File: src/rtl/asg_map.vh
// Register selectors, field positions and reset values of the two status groups
`ifndef ASG_MAP_VH
`define ASG_MAP_VH

// Group select
`define ASG_GRP_AUTH 1'b0
`define ASG_GRP_MSG 1'b1

// Register select within a group
`define ASG_REG_COND 3'h0
`define ASG_REG_RISE 3'h1
`define ASG_REG_FALL 3'h2
`define ASG_REG_EVENT 3'h3
`define ASG_REG_MASK 3'h4

// Authentication group fields
`define ASG_AUTH_BIT_IN_PROG 0
`define ASG_AUTH_BIT_SSD_UPD 1
`define ASG_AUTH_BIT_CHAL 2
`define ASG_AUTH_BIT_SSDA_ZERO 3
`define ASG_AUTH_BIT_REG_PASS 7
`define ASG_AUTH_BIT_PAGE_PASS 8
`define ASG_AUTH_BIT_ORIG_PASS 9
`define ASG_AUTH_BIT_CHAL_PASS 10
`define ASG_AUTH_BIT_SSD_PASS 11
`define ASG_AUTH_BIT_BURST 12
`define ASG_AUTH_COND_MASK 16'h000F
`define ASG_AUTH_PULSE_MASK 16'h1F80

// Message group fields
`define ASG_MSG_BIT_IN_PROG 0
`define ASG_MSG_BIT_ACK 1
`define ASG_MSG_COND_MASK 16'h0001
`define ASG_MSG_PULSE_MASK 16'h0002

// Reset values
`define ASG_RST_FILTER_RISE 16'hFFFF
`define ASG_RST_FILTER_FALL 16'h0000
`define ASG_RST_EVENT 16'h0000
`define ASG_RST_MASK 16'h0000

`endif

File: src/rtl/asg_group.v
// One status group: condition, transition filters, event latch and mask
`timescale 1ns/1ns
`include "asg_map.vh"

module asg_group #(
  parameter WIDTH = 16,
  parameter [WIDTH-1:0] COND_MASK = 16'h0000,
  parameter [WIDTH-1:0] PULSE_MASK = 16'h0000
) (
  clk,
  rst_b,
  ce,
  cond_in,
  pulse_in,
  wr_rise,
  wr_fall,
  wr_mask,
  wdata,
  rd_event,
  clr_status,
  cond_q,
  rise_q,
  fall_q,
  event_q,
  mask_q,
  summary
);
  input wire clk;
  input wire rst_b;
  input wire ce;
  input wire [WIDTH-1:0] cond_in;
  input wire [WIDTH-1:0] pulse_in;
  input wire wr_rise;
  input wire wr_fall;
  input wire wr_mask;
  input wire [WIDTH-1:0] wdata;
  input wire rd_event;
  input wire clr_status;
  output wire [WIDTH-1:0] cond_q;
  output wire [WIDTH-1:0] rise_q;
  output wire [WIDTH-1:0] fall_q;
  output wire [WIDTH-1:0] event_q;
  output wire [WIDTH-1:0] mask_q;
  output wire summary;

  reg [WIDTH-1:0] cond_r;
  reg [WIDTH-1:0] rise_r;
  reg [WIDTH-1:0] fall_r;
  reg [WIDTH-1:0] event_r;
  reg [WIDTH-1:0] mask_r;
  wire [WIDTH-1:0] set_w;
  wire [WIDTH-1:0] clear_w;

  ////////////////////////////////////////////////////////////////////////////
  // Edge detection per bit; unused bits never set
  genvar i;
  generate
    for (i = 0; i < WIDTH; i = i + 1) begin : g_bit
      assign set_w[i] = (COND_MASK[i] & ((cond_in[i] & ~cond_r[i] & rise_r[i]) |
                                         (~cond_in[i] & cond_r[i] & fall_r[i]))) |
                        (PULSE_MASK[i] & pulse_in[i]);
    end
  endgenerate

  // Read or clear-status wipes the latch, but a new event in that cycle survives
  assign clear_w = {WIDTH{rd_event | clr_status}};

  ////////////////////////////////////////////////////////////////////////////
  always @(posedge clk) begin
    if (!rst_b) begin
      cond_r <= {WIDTH{1'b0}};
      rise_r <= `ASG_RST_FILTER_RISE;
      fall_r <= `ASG_RST_FILTER_FALL;
      event_r <= `ASG_RST_EVENT;
      mask_r <= `ASG_RST_MASK;
    end else if (ce) begin
      cond_r <= cond_in & COND_MASK;
      if (wr_rise) begin
        rise_r <= wdata;
      end
      if (wr_fall) begin
        fall_r <= wdata;
      end
      if (wr_mask) begin
        mask_r <= wdata;
      end
      event_r <= (event_r & ~clear_w) | set_w;
    end
  end

  assign cond_q = cond_r;
  assign rise_q = rise_r;
  assign fall_q = fall_r;
  assign event_q = event_r;
  assign mask_q = mask_r;
  assign summary = |(event_r & mask_r);
endmodule

File: src/rtl/asg_status.v
// Authentication and short-message status groups behind a status command port
`timescale 1ns/1ns
`include "asg_map.vh"

module asg_status #(
  parameter WIDTH = 16
) (
  clk,
  rst_b,
  ce,
  auth_in_progress,
  auth_ssd_update,
  auth_challenge,
  auth_ssda_zero,
  auth_reg_pass,
  auth_page_pass,
  auth_orig_pass,
  auth_chal_pass,
  auth_ssd_pass,
  auth_burst_result,
  msg_sent,
  msg_ack,
  cmd_valid,
  cmd_write,
  cmd_group,
  cmd_reg,
  cmd_wdata,
  clr_status,
  rsp_valid,
  rsp_data,
  auth_summary,
  msg_summary
);
  input wire clk;
  input wire rst_b;
  input wire ce;
  input wire auth_in_progress;
  input wire auth_ssd_update;
  input wire auth_challenge;
  input wire auth_ssda_zero;
  input wire auth_reg_pass;
  input wire auth_page_pass;
  input wire auth_orig_pass;
  input wire auth_chal_pass;
  input wire auth_ssd_pass;
  input wire auth_burst_result;
  input wire msg_sent;
  input wire msg_ack;
  input wire cmd_valid;
  input wire cmd_write;
  input wire cmd_group;
  input wire [2:0] cmd_reg;
  input wire [WIDTH-1:0] cmd_wdata;
  input wire clr_status;
  output reg rsp_valid;
  output reg [WIDTH-1:0] rsp_data;
  output reg auth_summary;
  output reg msg_summary;

  reg msg_pend_r;
  reg [WIDTH-1:0] auth_cond;
  reg [WIDTH-1:0] auth_pulse;
  reg [WIDTH-1:0] msg_cond;
  reg [WIDTH-1:0] msg_pulse;
  reg [WIDTH-1:0] rd_nxt;
  wire sel_auth;
  wire sel_msg;
  wire wr_go;
  wire rd_go;
  wire [WIDTH-1:0] a_cond;
  wire [WIDTH-1:0] a_rise;
  wire [WIDTH-1:0] a_fall;
  wire [WIDTH-1:0] a_event;
  wire [WIDTH-1:0] a_mask;
  wire a_sum;
  wire [WIDTH-1:0] m_cond;
  wire [WIDTH-1:0] m_rise;
  wire [WIDTH-1:0] m_fall;
  wire [WIDTH-1:0] m_event;
  wire [WIDTH-1:0] m_mask;
  wire m_sum;

  ////////////////////////////////////////////////////////////////////////////
  // Message pending: set by send, dropped by acknowledge; ack wins a tie
  always @(posedge clk) begin
    if (!rst_b) begin
      msg_pend_r <= 1'b0;
    end else if (ce) begin
      if (msg_ack) begin
        msg_pend_r <= 1'b0;
      end else if (msg_sent) begin
        msg_pend_r <= 1'b1;
      end
    end
  end

  always @* begin
    auth_cond = {WIDTH{1'b0}};
    auth_cond[`ASG_AUTH_BIT_IN_PROG] = auth_in_progress;
    auth_cond[`ASG_AUTH_BIT_SSD_UPD] = auth_ssd_update;
    auth_cond[`ASG_AUTH_BIT_CHAL] = auth_challenge;
    auth_cond[`ASG_AUTH_BIT_SSDA_ZERO] = auth_ssda_zero;
    auth_pulse = {WIDTH{1'b0}};
    auth_pulse[`ASG_AUTH_BIT_REG_PASS] = auth_reg_pass;
    auth_pulse[`ASG_AUTH_BIT_PAGE_PASS] = auth_page_pass;
    auth_pulse[`ASG_AUTH_BIT_ORIG_PASS] = auth_orig_pass;
    auth_pulse[`ASG_AUTH_BIT_CHAL_PASS] = auth_chal_pass;
    auth_pulse[`ASG_AUTH_BIT_SSD_PASS] = auth_ssd_pass;
    auth_pulse[`ASG_AUTH_BIT_BURST] = auth_burst_result;
    msg_cond = {WIDTH{1'b0}};
    msg_cond[`ASG_MSG_BIT_IN_PROG] = msg_pend_r;
    msg_pulse = {WIDTH{1'b0}};
    msg_pulse[`ASG_MSG_BIT_ACK] = msg_ack;
  end

  ////////////////////////////////////////////////////////////////////////////
  // Command decode
  assign sel_auth = (cmd_group == `ASG_GRP_AUTH);
  assign sel_msg = (cmd_group == `ASG_GRP_MSG);
  assign wr_go = cmd_valid & cmd_write;
  assign rd_go = cmd_valid & ~cmd_write;

  asg_group #(
    .WIDTH(WIDTH),
    .COND_MASK(`ASG_AUTH_COND_MASK),
    .PULSE_MASK(`ASG_AUTH_PULSE_MASK)
  ) u_auth (
    .clk(clk),
    .rst_b(rst_b),
    .ce(ce),
    .cond_in(auth_cond),
    .pulse_in(auth_pulse),
    .wr_rise(wr_go & sel_auth & (cmd_reg == `ASG_REG_RISE)),
    .wr_fall(wr_go & sel_auth & (cmd_reg == `ASG_REG_FALL)),
    .wr_mask(wr_go & sel_auth & (cmd_reg == `ASG_REG_MASK)),
    .wdata(cmd_wdata),
    .rd_event(rd_go & sel_auth & (cmd_reg == `ASG_REG_EVENT)),
    .clr_status(clr_status),
    .cond_q(a_cond),
    .rise_q(a_rise),
    .fall_q(a_fall),
    .event_q(a_event),
    .mask_q(a_mask),
    .summary(a_sum)
  );

  asg_group #(
    .WIDTH(WIDTH),
    .COND_MASK(`ASG_MSG_COND_MASK),
    .PULSE_MASK(`ASG_MSG_PULSE_MASK)
  ) u_msg (
    .clk(clk),
    .rst_b(rst_b),
    .ce(ce),
    .cond_in(msg_cond),
    .pulse_in(msg_pulse),
    .wr_rise(wr_go & sel_msg & (cmd_reg == `ASG_REG_RISE)),
    .wr_fall(wr_go & sel_msg & (cmd_reg == `ASG_REG_FALL)),
    .wr_mask(wr_go & sel_msg & (cmd_reg == `ASG_REG_MASK)),
    .wdata(cmd_wdata),
    .rd_event(rd_go & sel_msg & (cmd_reg == `ASG_REG_EVENT)),
    .clr_status(clr_status),
    .cond_q(m_cond),
    .rise_q(m_rise),
    .fall_q(m_fall),
    .event_q(m_event),
    .mask_q(m_mask),
    .summary(m_sum)
  );

  ////////////////////////////////////////////////////////////////////////////
  // Read mux; the event value returned is the one held before the clear lands
  always @* begin
    rd_nxt = {WIDTH{1'b0}};
    case (cmd_reg)
      `ASG_REG_COND: rd_nxt = sel_auth ? a_cond : m_cond;
      `ASG_REG_RISE: rd_nxt = sel_auth ? a_rise : m_rise;
      `ASG_REG_FALL: rd_nxt = sel_auth ? a_fall : m_fall;
      `ASG_REG_EVENT: rd_nxt = sel_auth ? a_event : m_event;
      `ASG_REG_MASK: rd_nxt = sel_auth ? a_mask : m_mask;
      default: rd_nxt = {WIDTH{1'b0}};
    endcase
  end

  always @(posedge clk) begin
    if (!rst_b) begin
      rsp_valid <= 1'b0;
      rsp_data <= {WIDTH{1'b0}};
      auth_summary <= 1'b0;
      msg_summary <= 1'b0;
    end else if (ce) begin
      rsp_valid <= rd_go;
      if (rd_go) begin
        rsp_data <= rd_nxt;
      end
      auth_summary <= a_sum;
      msg_summary <= m_sum;
    end
  end
endmodule

File: config.mk
export PLATFORM = sky130hd
export DESIGN_NAME = asg_status
export DESIGN_NICKNAME = d
export VERILOG_FILES = /design/src/rtl/asg_group.v /design/src/rtl/asg_status.v
export VERILOG_INCLUDE_DIRS = /design/src /design/src/rtl
export SDC_FILE = /design/constraint.sdc
export NUM_CORES = 1
export LEC_CHECK = 0
export BUFFER_PORTS_ARGS = -buffer_cell sky130_fd_sc_hd__buf_2
export CORE_MARGIN = 2
export CORE_UTILIZATION = 60
export CTS_CLUSTER_DIAMETER = 40
export CTS_CLUSTER_SIZE = 10
export DETAILED_ROUTE_END_ITERATION = 10
export PLACE_DENSITY = 0.8
export SETUP_SLACK_MARGIN = 0.3
export SYNTH_ARGS = -nofsm -noshare
export SYNTH_HDL_FRONTEND = slang
export SYNTH_HIERARCHICAL = 1
export SYNTH_SLANG_ARGS = --single-unit
export TNS_END_PERCENT = 1
File: constraint.sdc
create_clock -name clk -period 5.4 [get_ports clk]
set_input_delay 1.08 -clock clk [delete_from_list [all_inputs] [get_ports clk]]
set_output_delay 1.08 -clock clk [all_outputs]
set_load 0.005 [all_outputs]
Word-level counts from Yosys, hierarchy flattened
Index checks and enable logic that the tools add are counted.
{ "classes": {"mux": 8, "bitwise_logic": 61, "n_reduce_logical": 12, "eq_ne": 4} }
{ "op_table": {"columns": ["cell", "count"], "rows": [
  ["16-bit one-hot mux with 5 select lines", 1],
  ["16-bit bitwise AND", 4],
  ["16-bit two-way mux", 4],
  ["1-bit bitwise AND", 34],
  ["16-bit NOT", 2],
  ["16-bit OR reduction", 2],
  ["16-bit by 13-bit bitwise OR with 16-bit output", 1],
  ["16-bit by 2-bit bitwise OR with 16-bit output", 1],
  ["2-bit AND reduction", 8],
  ["1-bit NOT", 12],
  ["1-bit bitwise OR", 7],
  ["3-bit by 2-bit equality test with 1-bit output, second input constant", 2],
  ["4-bit two-way mux", 1],
  ["3-bit by 1-bit equality test with 1-bit output, second input constant", 1],
  ["3-bit equality test, second input constant", 1],
  ["3-bit logical NOT", 1],
  ["1-bit two-way mux", 2],
  ["2-bit nonzero test", 1]
]} }
{ "totals": {"input_bits": 38, "output_inout_bits": 19, "regBits": 153} }

Logic depth before layout (Yosys ltp)
Gate-level depths: netlist of the first run.
{ "logic_depth": {"ltp_word": 8, "ltp_mapped": 10, "depth_no_buf": 6} }

Cells and area by module
The synthesis of the first run kept the hierarchy.
{ "by_module_without_submodules": {"columns": ["mod", "cells_per_inst", "area_each_um2", "instances"], "rows": [
  ["asg_group at u_auth", 304, 2771.4, 1],
  ["asg_group at u_msg", 282, 2571.2, 1],
  ["asg_status", 222, 2336.0, 1]
]} }

Least setup slack after synthesis of the first run
Ideal clock, no wire load.
{ "synth_path": {"path_kind": "input to register", "start": "input cmd_group", "end": "register u_auth.rise_r[10] (netlist: u_auth/rise_q[10])", "cell_stages": 10, "required_time_ns": 5.263, "t_arrival_ns": 2.336, "n_path_buf": 5, "setup_time_ns": 0.137, "slack_ns": 2.927, "path_cell_list": "buf_2 > buf_2 > buf_2 > nand3b_1 > nor2_1 > and2_1 > buf_4 > buf_6 > nand2_1 > nand3_1"} }
{ "synth_between": {"elab_chain_cells": 4} }
{ "synth_lines": {"columns": ["item", "line", "rtl"], "rows": [
  ["start, declared", "asg_status.v:51", "input wire cmd_group;"],
  ["1-bit NOT (no source line)", null, null],
  ["1-bit bitwise AND (2 in a row)", "asg_status.v:133", ".wr_rise(wr_go & sel_auth & (cmd_reg == `ASG_REG_RISE)),"],
  ["2-bit AND reduction (no source line)", null, null],
  ["end signal, assigned", "asg_group.v:72", "rise_r <= `ASG_RST_FILTER_RISE;"],
  ["end signal, assigned", "asg_group.v:79", "rise_r <= wdata;"],
  ["end, declared", "asg_group.v:47", "reg [WIDTH-1:0] rise_r;"]
]} }
Every way passes these cells.
A chain may end at the register's enable or synchronous reset.

Worst setup path after layout of the first run
{ "layout_path": {"start": "input ce", "end": "register rsp_data[3]"} }
{ "layout_between": {"elab_chain_cells": 1} }
{ "layout_lines": {"columns": ["item", "line", "rtl"], "rows": [
  ["start, declared", "asg_status.v:36", "input wire ce;"],
  ["2-bit AND reduction (no source line)", null, null],
  ["end signal, assigned", "asg_status.v:188", "rsp_data <= {WIDTH{1'b0}};"],
  ["end signal, assigned", "asg_status.v:194", "rsp_data <= rd_nxt;"],
  ["end, declared", "asg_status.v:56", "output reg [WIDTH-1:0] rsp_data;"]
]} }
Every way passes these cells.

==> results by group, run 1 <==
Run status
  • Status: finished, final reports clean

Timing
  • Setup TNS: 0 ns
  • Hold Fails Final Rpt: 0
  • Slew HR: 16.14%
  • F_max: 347.3 MHz
  • Worst Max-Slew Pin Slew: 1.251 ns
  • Unrepaired setup endpoints after global routing: no
  • Clock skew: 0.006754 ns
  • Fin crit period: 2.879 ns
  • Max Transition Viols Final: 0
  • Final period util: 53.32%
  • Setup violations, final: 0

Synthesis
  • Mapped Area: 7675 sq um
  • Synth warn: 6
  • Gate Count Post-Synth: 807
  • Avg Inst Size Synth: 9.510 sq um

Layout
  • Area of the multi-input gates: 4023 sq um
  • Reg area: 3063 sq um
  • Final nets: 861
  • Ant diodes: 0
  • Area grow syn2layout: 7.287%
  • Fillers: 1012
  • Share of layout cells above drive strength 1: 26.59%
  • Post-route cell area: 8234 sq um

Critical path
  • Slowest Stage Delay on Critical Path: 0.70 ns
  • Largest fanout on the critical path: 36
  • Crit start category: input pin
  • Crit Path Class: in2reg
  • Worst r2r src: u_auth/mask_q[4]
  • Critical path capture point: rsp_data[3]
  • Crit path launch: ce
  • Critical Path RT: 5.66 ns
  • FF-to-FF End: auth_summary
  • Worst path slowest cell: nand3b_2
  • R2r setup slk: 3.86 ns
  • Crit path DAT: 3.14 ns
  • Critical path, cell by cell: buf_2, nand3b_2, a222oi_1, a311oi_1
  • R2R cell count: 5
  • Crit end category: flip-flop

Floorplanning
  • Effective utilization at floorplan: 61.07%
  • Die width: 117.1 um
  • I/O pin cnt: 57
  • Core Area: 12570 sq um
  • Cell Rows: 41
  • Die Ht: 117.1 um
  • Die area: 13710 sq um

Pwr
  • Peak supply drop: 0.2173 mV
  • Pwr dens: 311.4 nW/um^2
  • LEAKAGE: 3.229 nW
  • Final Power: 0.002564 W

Min path
  • HP Class: reg2reg

Placed design
  • Placed Area: 7610 sq um
  • Port bufs: 56
  • Routability cong.: 0.8760
  • Final HPWL DP: 13.53 mm

Clock network
  • # resized after CTS: 0
  • Hold buffer count at cts: 0
  • Clock Tree Root: clkbuf_16
  • Inserted Clock Buffers: 17
  • Worst-skew pair later-pin latency: 0.43 ns
  • Clock transition at path regs: 0.06 ns
  • H-tree depth: 4
  • CTS tree: done
  • Clock Path Buffers: 2
  • Post-CTS setup buffer count: 0
  • Clk sinks: 153

Global route
  • Vias in the first global route: 5988
  • Total grt overflow: 0
  • Largest net degree at the start of global routing: 77
  • Antenna violations before repair: 1
  • All-Layer GR Usage: 29.96%
  • Global-route wire length before repair: 30.69 mm

Routing
  • WL final: 20.26 mm
  • First-pass DRT Iterations: 6
  • Routed vias: 6198
  • Vias per cell: 6.155
  • DRC: 0
  • WL per Instance: 20.11 um
  • Starting DRT DRC Count: 638
  • DRT antenna net count: 0

Run
  • Max Cap Violations: 0
-- power breakdown --
part / leakage, nW / switching (W) / internal (W)
Sequential: 1.24 / 0.0000130 / 0.00114
Combinational: 1.68 / 0.000102 / 0.0000658
Clock: 0.308 / 0.000446 / 0.000795
Total: 3.23 / 0.000561 / 0.00200
-- worst max-delay path, delay by kind of cell --
family                 cells  cell delay (ns)
buffers and inverters      1             0.55
AO/OA/AOI/OAI              2             0.78
AND/OR/NAND/NOR            1             0.70
-- how the worst min path moves through the flow --
stage / cells after the start / end / from / slack (ns)
2_1_floorplan: 2 / u_msg/rise_q[3] / u_msg/rise_q[3] / 0.43
3_3_place_gp: 2 / u_msg/rise_q[6] / u_msg/rise_q[6] / 0.44
3_5_place_dp: 2 / u_auth/rise_q[6] / u_auth/rise_q[6] / 0.45
4_1_cts: 2 / u_msg/fall_q[12] / u_msg/fall_q[12] / 0.46
5_1_grt: 2 / u_auth/fall_q[5] / u_auth/fall_q[5] / 0.48
6_report: 2 / u_msg/fall_q[12] / u_msg/fall_q[12] / 0.46
-- cell usage in the layout (no fill, tap or decap), types with 10 or more instances in the layout --
| cell | count |
|---|---|
| a21boi_0 | 24 |
| a21boi_2 | 40 |
| a221oi_1 | 14 |
| a222oi_1 | 28 |
| a22oi_1 | 11 |
| and3_1 | 21 |
| buf_2 | 55 |
| clkbuf_16 | 17 |
| conb_1 | 27 |
| dfxtp_1 | 153 |
| mux2_2 | 72 |
| mux2i_1 | 11 |
| nand2_1 | 218 |
| nand3_1 | 34 |
| nand3b_1 | 10 |
| nor2b_1 | 14 |
-- layout make-up --
type,count,share of cell area [%]
flip-flops and latches,153,37.20
well taps,172,2.614
clock inverters,7,1.368
multi-input cells,591,48.85
inverters,1,0.04559
repair buffers,59,3.708
clock buffers,24,6.215
-- per-layer routing --
metal	share of wire, %	global-route usage (%)	wire length (um)	up-vias
met5	0.064	0	13	-
met4	4.8	18.75	975	2
met3	8.1	6.385	1635	67
met2	46	46.17	9348	342
met1	41	38.41	8281	2943
li1	-	-	-	2844
-- metrics by stage --
stage	util, %	hold slack [ns]	worst slack [ns]	instances
floorplan	-	0.4332	2.927	832
global placement	60.55	0.4433	2.281	976
detailed placement	60.55	0.4520	2.151	976
CTS	65.52	0.4635	2.567	1007
global route	65.52	0.4831	2.418	1007
finish	65.52	0.4613	2.521	1007
Note: power is estimated with default switching activity, not from simulation.
==> run 2, diff against run 1 <==
--- a/config.mk
+++ b/config.mk
@@ -8,11 +8,11 @@
 export LEC_CHECK = 0
 export BUFFER_PORTS_ARGS = -buffer_cell sky130_fd_sc_hd__buf_2
 export CORE_MARGIN = 2
-export CORE_UTILIZATION = 60
+export CORE_UTILIZATION = 55
 export CTS_CLUSTER_DIAMETER = 40
 export CTS_CLUSTER_SIZE = 10
 export DETAILED_ROUTE_END_ITERATION = 10
-export PLACE_DENSITY = 0.8
+export PLACE_DENSITY = 0.77
 export SETUP_SLACK_MARGIN = 0.3
 export SYNTH_ARGS = -nofsm -noshare
 export SYNTH_HDL_FRONTEND = slang
==> constraint.sdc (replaced) <==
create_clock -name clk -period 2.55 [get_ports clk]
set_input_delay 0.51 -clock clk [delete_from_list [all_inputs] [get_ports clk]]
set_output_delay 0.51 -clock clk [all_outputs]
set_load 0.005 [all_outputs]
==> results by group, run 2 (synthesized netlist as in run 1, its figures left out) <==
Run status
  • Status: finished, final reports clean

Routing
  • DRT antenna net count: 0
  • WL per Instance: 20.44 um
  • Vias per cell: 6.014
  • Routed vias: 6231
  • Starting DRT DRC Count: 714
  • WL final: 21.17 mm
  • First-pass DRT Iterations: 6
  • DRC: 0

Global route
  • All-Layer GR Usage: 29.43%
  • Vias in the first global route: 5963
  • Global-route wire length before repair: 32.81 mm
  • Largest net degree at the start of global routing: 90
  • Total grt overflow: 0
  • Antenna violations before repair: 0

Pwr
  • Final Power: 0.005351 W
  • Peak supply drop: 0.5268 mV
  • Part of the power in the clock network: 47.2%
  • Combinational share of power: 7.1%
  • Seq pwr share: 45.7%
  • Pwr dens: 636.9 nW/um^2
  • Internal power: 0.004044 W
  • NetSw: 0.001307 W
  • Switching Share: 24.42%
  • LEAKAGE: 3.299 nW

Timing
  • Hold Fails Final Rpt: 0
  • Max Transition Viols Final: 0
  • Slew HR: 40.96%
  • Worst Max-Slew Pin Slew: 0.8847 ns
  • Fin crit period: 1.899 ns
  • Setup TNS: 0 ns
  • Hold WS: 0.2845 ns
  • Setup violations, final: 0
  • Final period util: 74.46%
  • F_max: 526.7 MHz
  • Unrepaired setup endpoints after global routing: no
  • Clock skew: 0.009028 ns

Critical path
  • Critical Path RT: 2.82 ns
  • Largest fanout on the critical path: 27
  • Crit start category: input pin
  • Worst r2r src: u_auth/event_q[4]
  • R2r setup slk: 0.98 ns
  • Crit path DAT: 2.17 ns
  • Crit Path Class: in2reg
  • FF-to-FF End: auth_summary
  • Critical path capture point: rsp_data[2]
  • Crit path launch: cmd_group
  • R2R cell count: 5
  • Crit end category: flip-flop

Clock network
  • Clock Tree Root: clkbuf_16
  • Worst-skew pair later-pin latency: 0.44 ns
  • Clk sinks: 153
  • CTS tree: done
  • H-tree depth: 4
  • Post-CTS setup buffer count: 0
  • Inserted Clock Buffers: 17
  • Clock transition at path regs: 0.06 ns
  • # resized after CTS: 0
  • Clock Path Buffers: 2
  • Hold buffer count at cts: 0

Floorplanning
  • I/O pin cnt: 57
  • Core Area: 13770 sq um
  • Die width: 122.1 um
  • Die Ht: 122.1 um
  • Die area: 14920 sq um
  • Cell Rows: 43
  • Effective utilization at floorplan: 55.72%

Placed design
  • Placed Instances: 1004
  • Port bufs: 56
  • Final HPWL DP: 13.91 mm
  • Routability cong.: 0.8913
  • Placed Area: 7810 sq um

Layout
  • Area grow syn2layout: 9.472%
  • Area of the multi-input gates: 4023 sq um
  • Most frequent cells in the layout: nand2_1, dfxtp_1, mux2_2
  • Share of layout cells above drive strength 1: 28.39%
  • Fillers: 1210
  • Post-route cell area: 8402 sq um
  • Ant diodes: 0
  • Fin cells: 1036
  • Reg area: 3063 sq um
  • Final nets: 881
  • Most common cell after layout, fill and taps aside: nand2_1

Min path
  • HP Class: in2reg

Run
  • Max Cap Violations: 0
## run 2: cell count changes in the layout (fill, tap and decap cells not counted)
cell	change
buf_2	-1
bufinv_16	-1
clkbuf_8	-5
clkinv_4	+5
buf_4	+18
clkinvlp_4	+5
buf_12	+3
clkinv_2	-3
## run 2: worst min path at each step
stage / slack (ns) / from / endpoint / depth (start not counted)
global route: 0.28 / msg_ack / msg_pend_r / 2
finish: 0.28 / msg_ack / msg_pend_r / 2
CTS: 0.28 / msg_ack / msg_pend_r / 2
detailed placement: 0.45 / u_msg/rise_q[13] / u_msg/rise_q[13] / 2
floorplan: 0.43 / u_msg/rise_q[3] / u_msg/rise_q[3] / 2
global placement: 0.44 / u_auth/rise_q[10] / u_auth/rise_q[10] / 2
## run 2: metal layers
layer / global-route usage, % / share of wire, % / vias to the layer above
li1: - / - / 2896
met1: 38.21 / 43 / 3015
met2: 45.57 / 45 / 274
met3: 9.270 / 8.8 / 46
met4: 11.71 / 3.2 / 0
met5: 0 / 0 / -
## run 2: layout make-up
type	instances	area share (%)
multi-input combinational	591	47.88
sequential	153	36.46
timing repair buffer	79	5.897
clock buffer	19	5.272
tap	180	2.681
clock inverter	13	1.772
inverter	1	0.04468
## run 2: stage by stage
step,setup slack [ns],util [%]
floorplan,0.6475,-
global placement,0.3059,56.70
detailed placement,0.2894,56.70
CTS,0.7369,61.00
global route,0.5655,61.00
finish,0.6513,61.00
## run 2: power groups by stage
stage | clock, W | sequential (W) | combinational (W)
CTS | 0.00253 | 0.00244 | 0.000372
detailed placement | 0 | 0.00250 | 0.000370
finish | 0.00253 | 0.00245 | 0.000380
global placement | 0 | 0.00250 | 0.000365
global route | 0.00265 | 0.00245 | 0.000404
floorplan | 0 | 0.00249 | 0.000281
## run 2: worst max-delay path: stages
cell	delay, ns
buf_4	0.34
buf_12	0.22
mux2_2	0.37
a222oi_1	0.57
a221oi_1	0.15
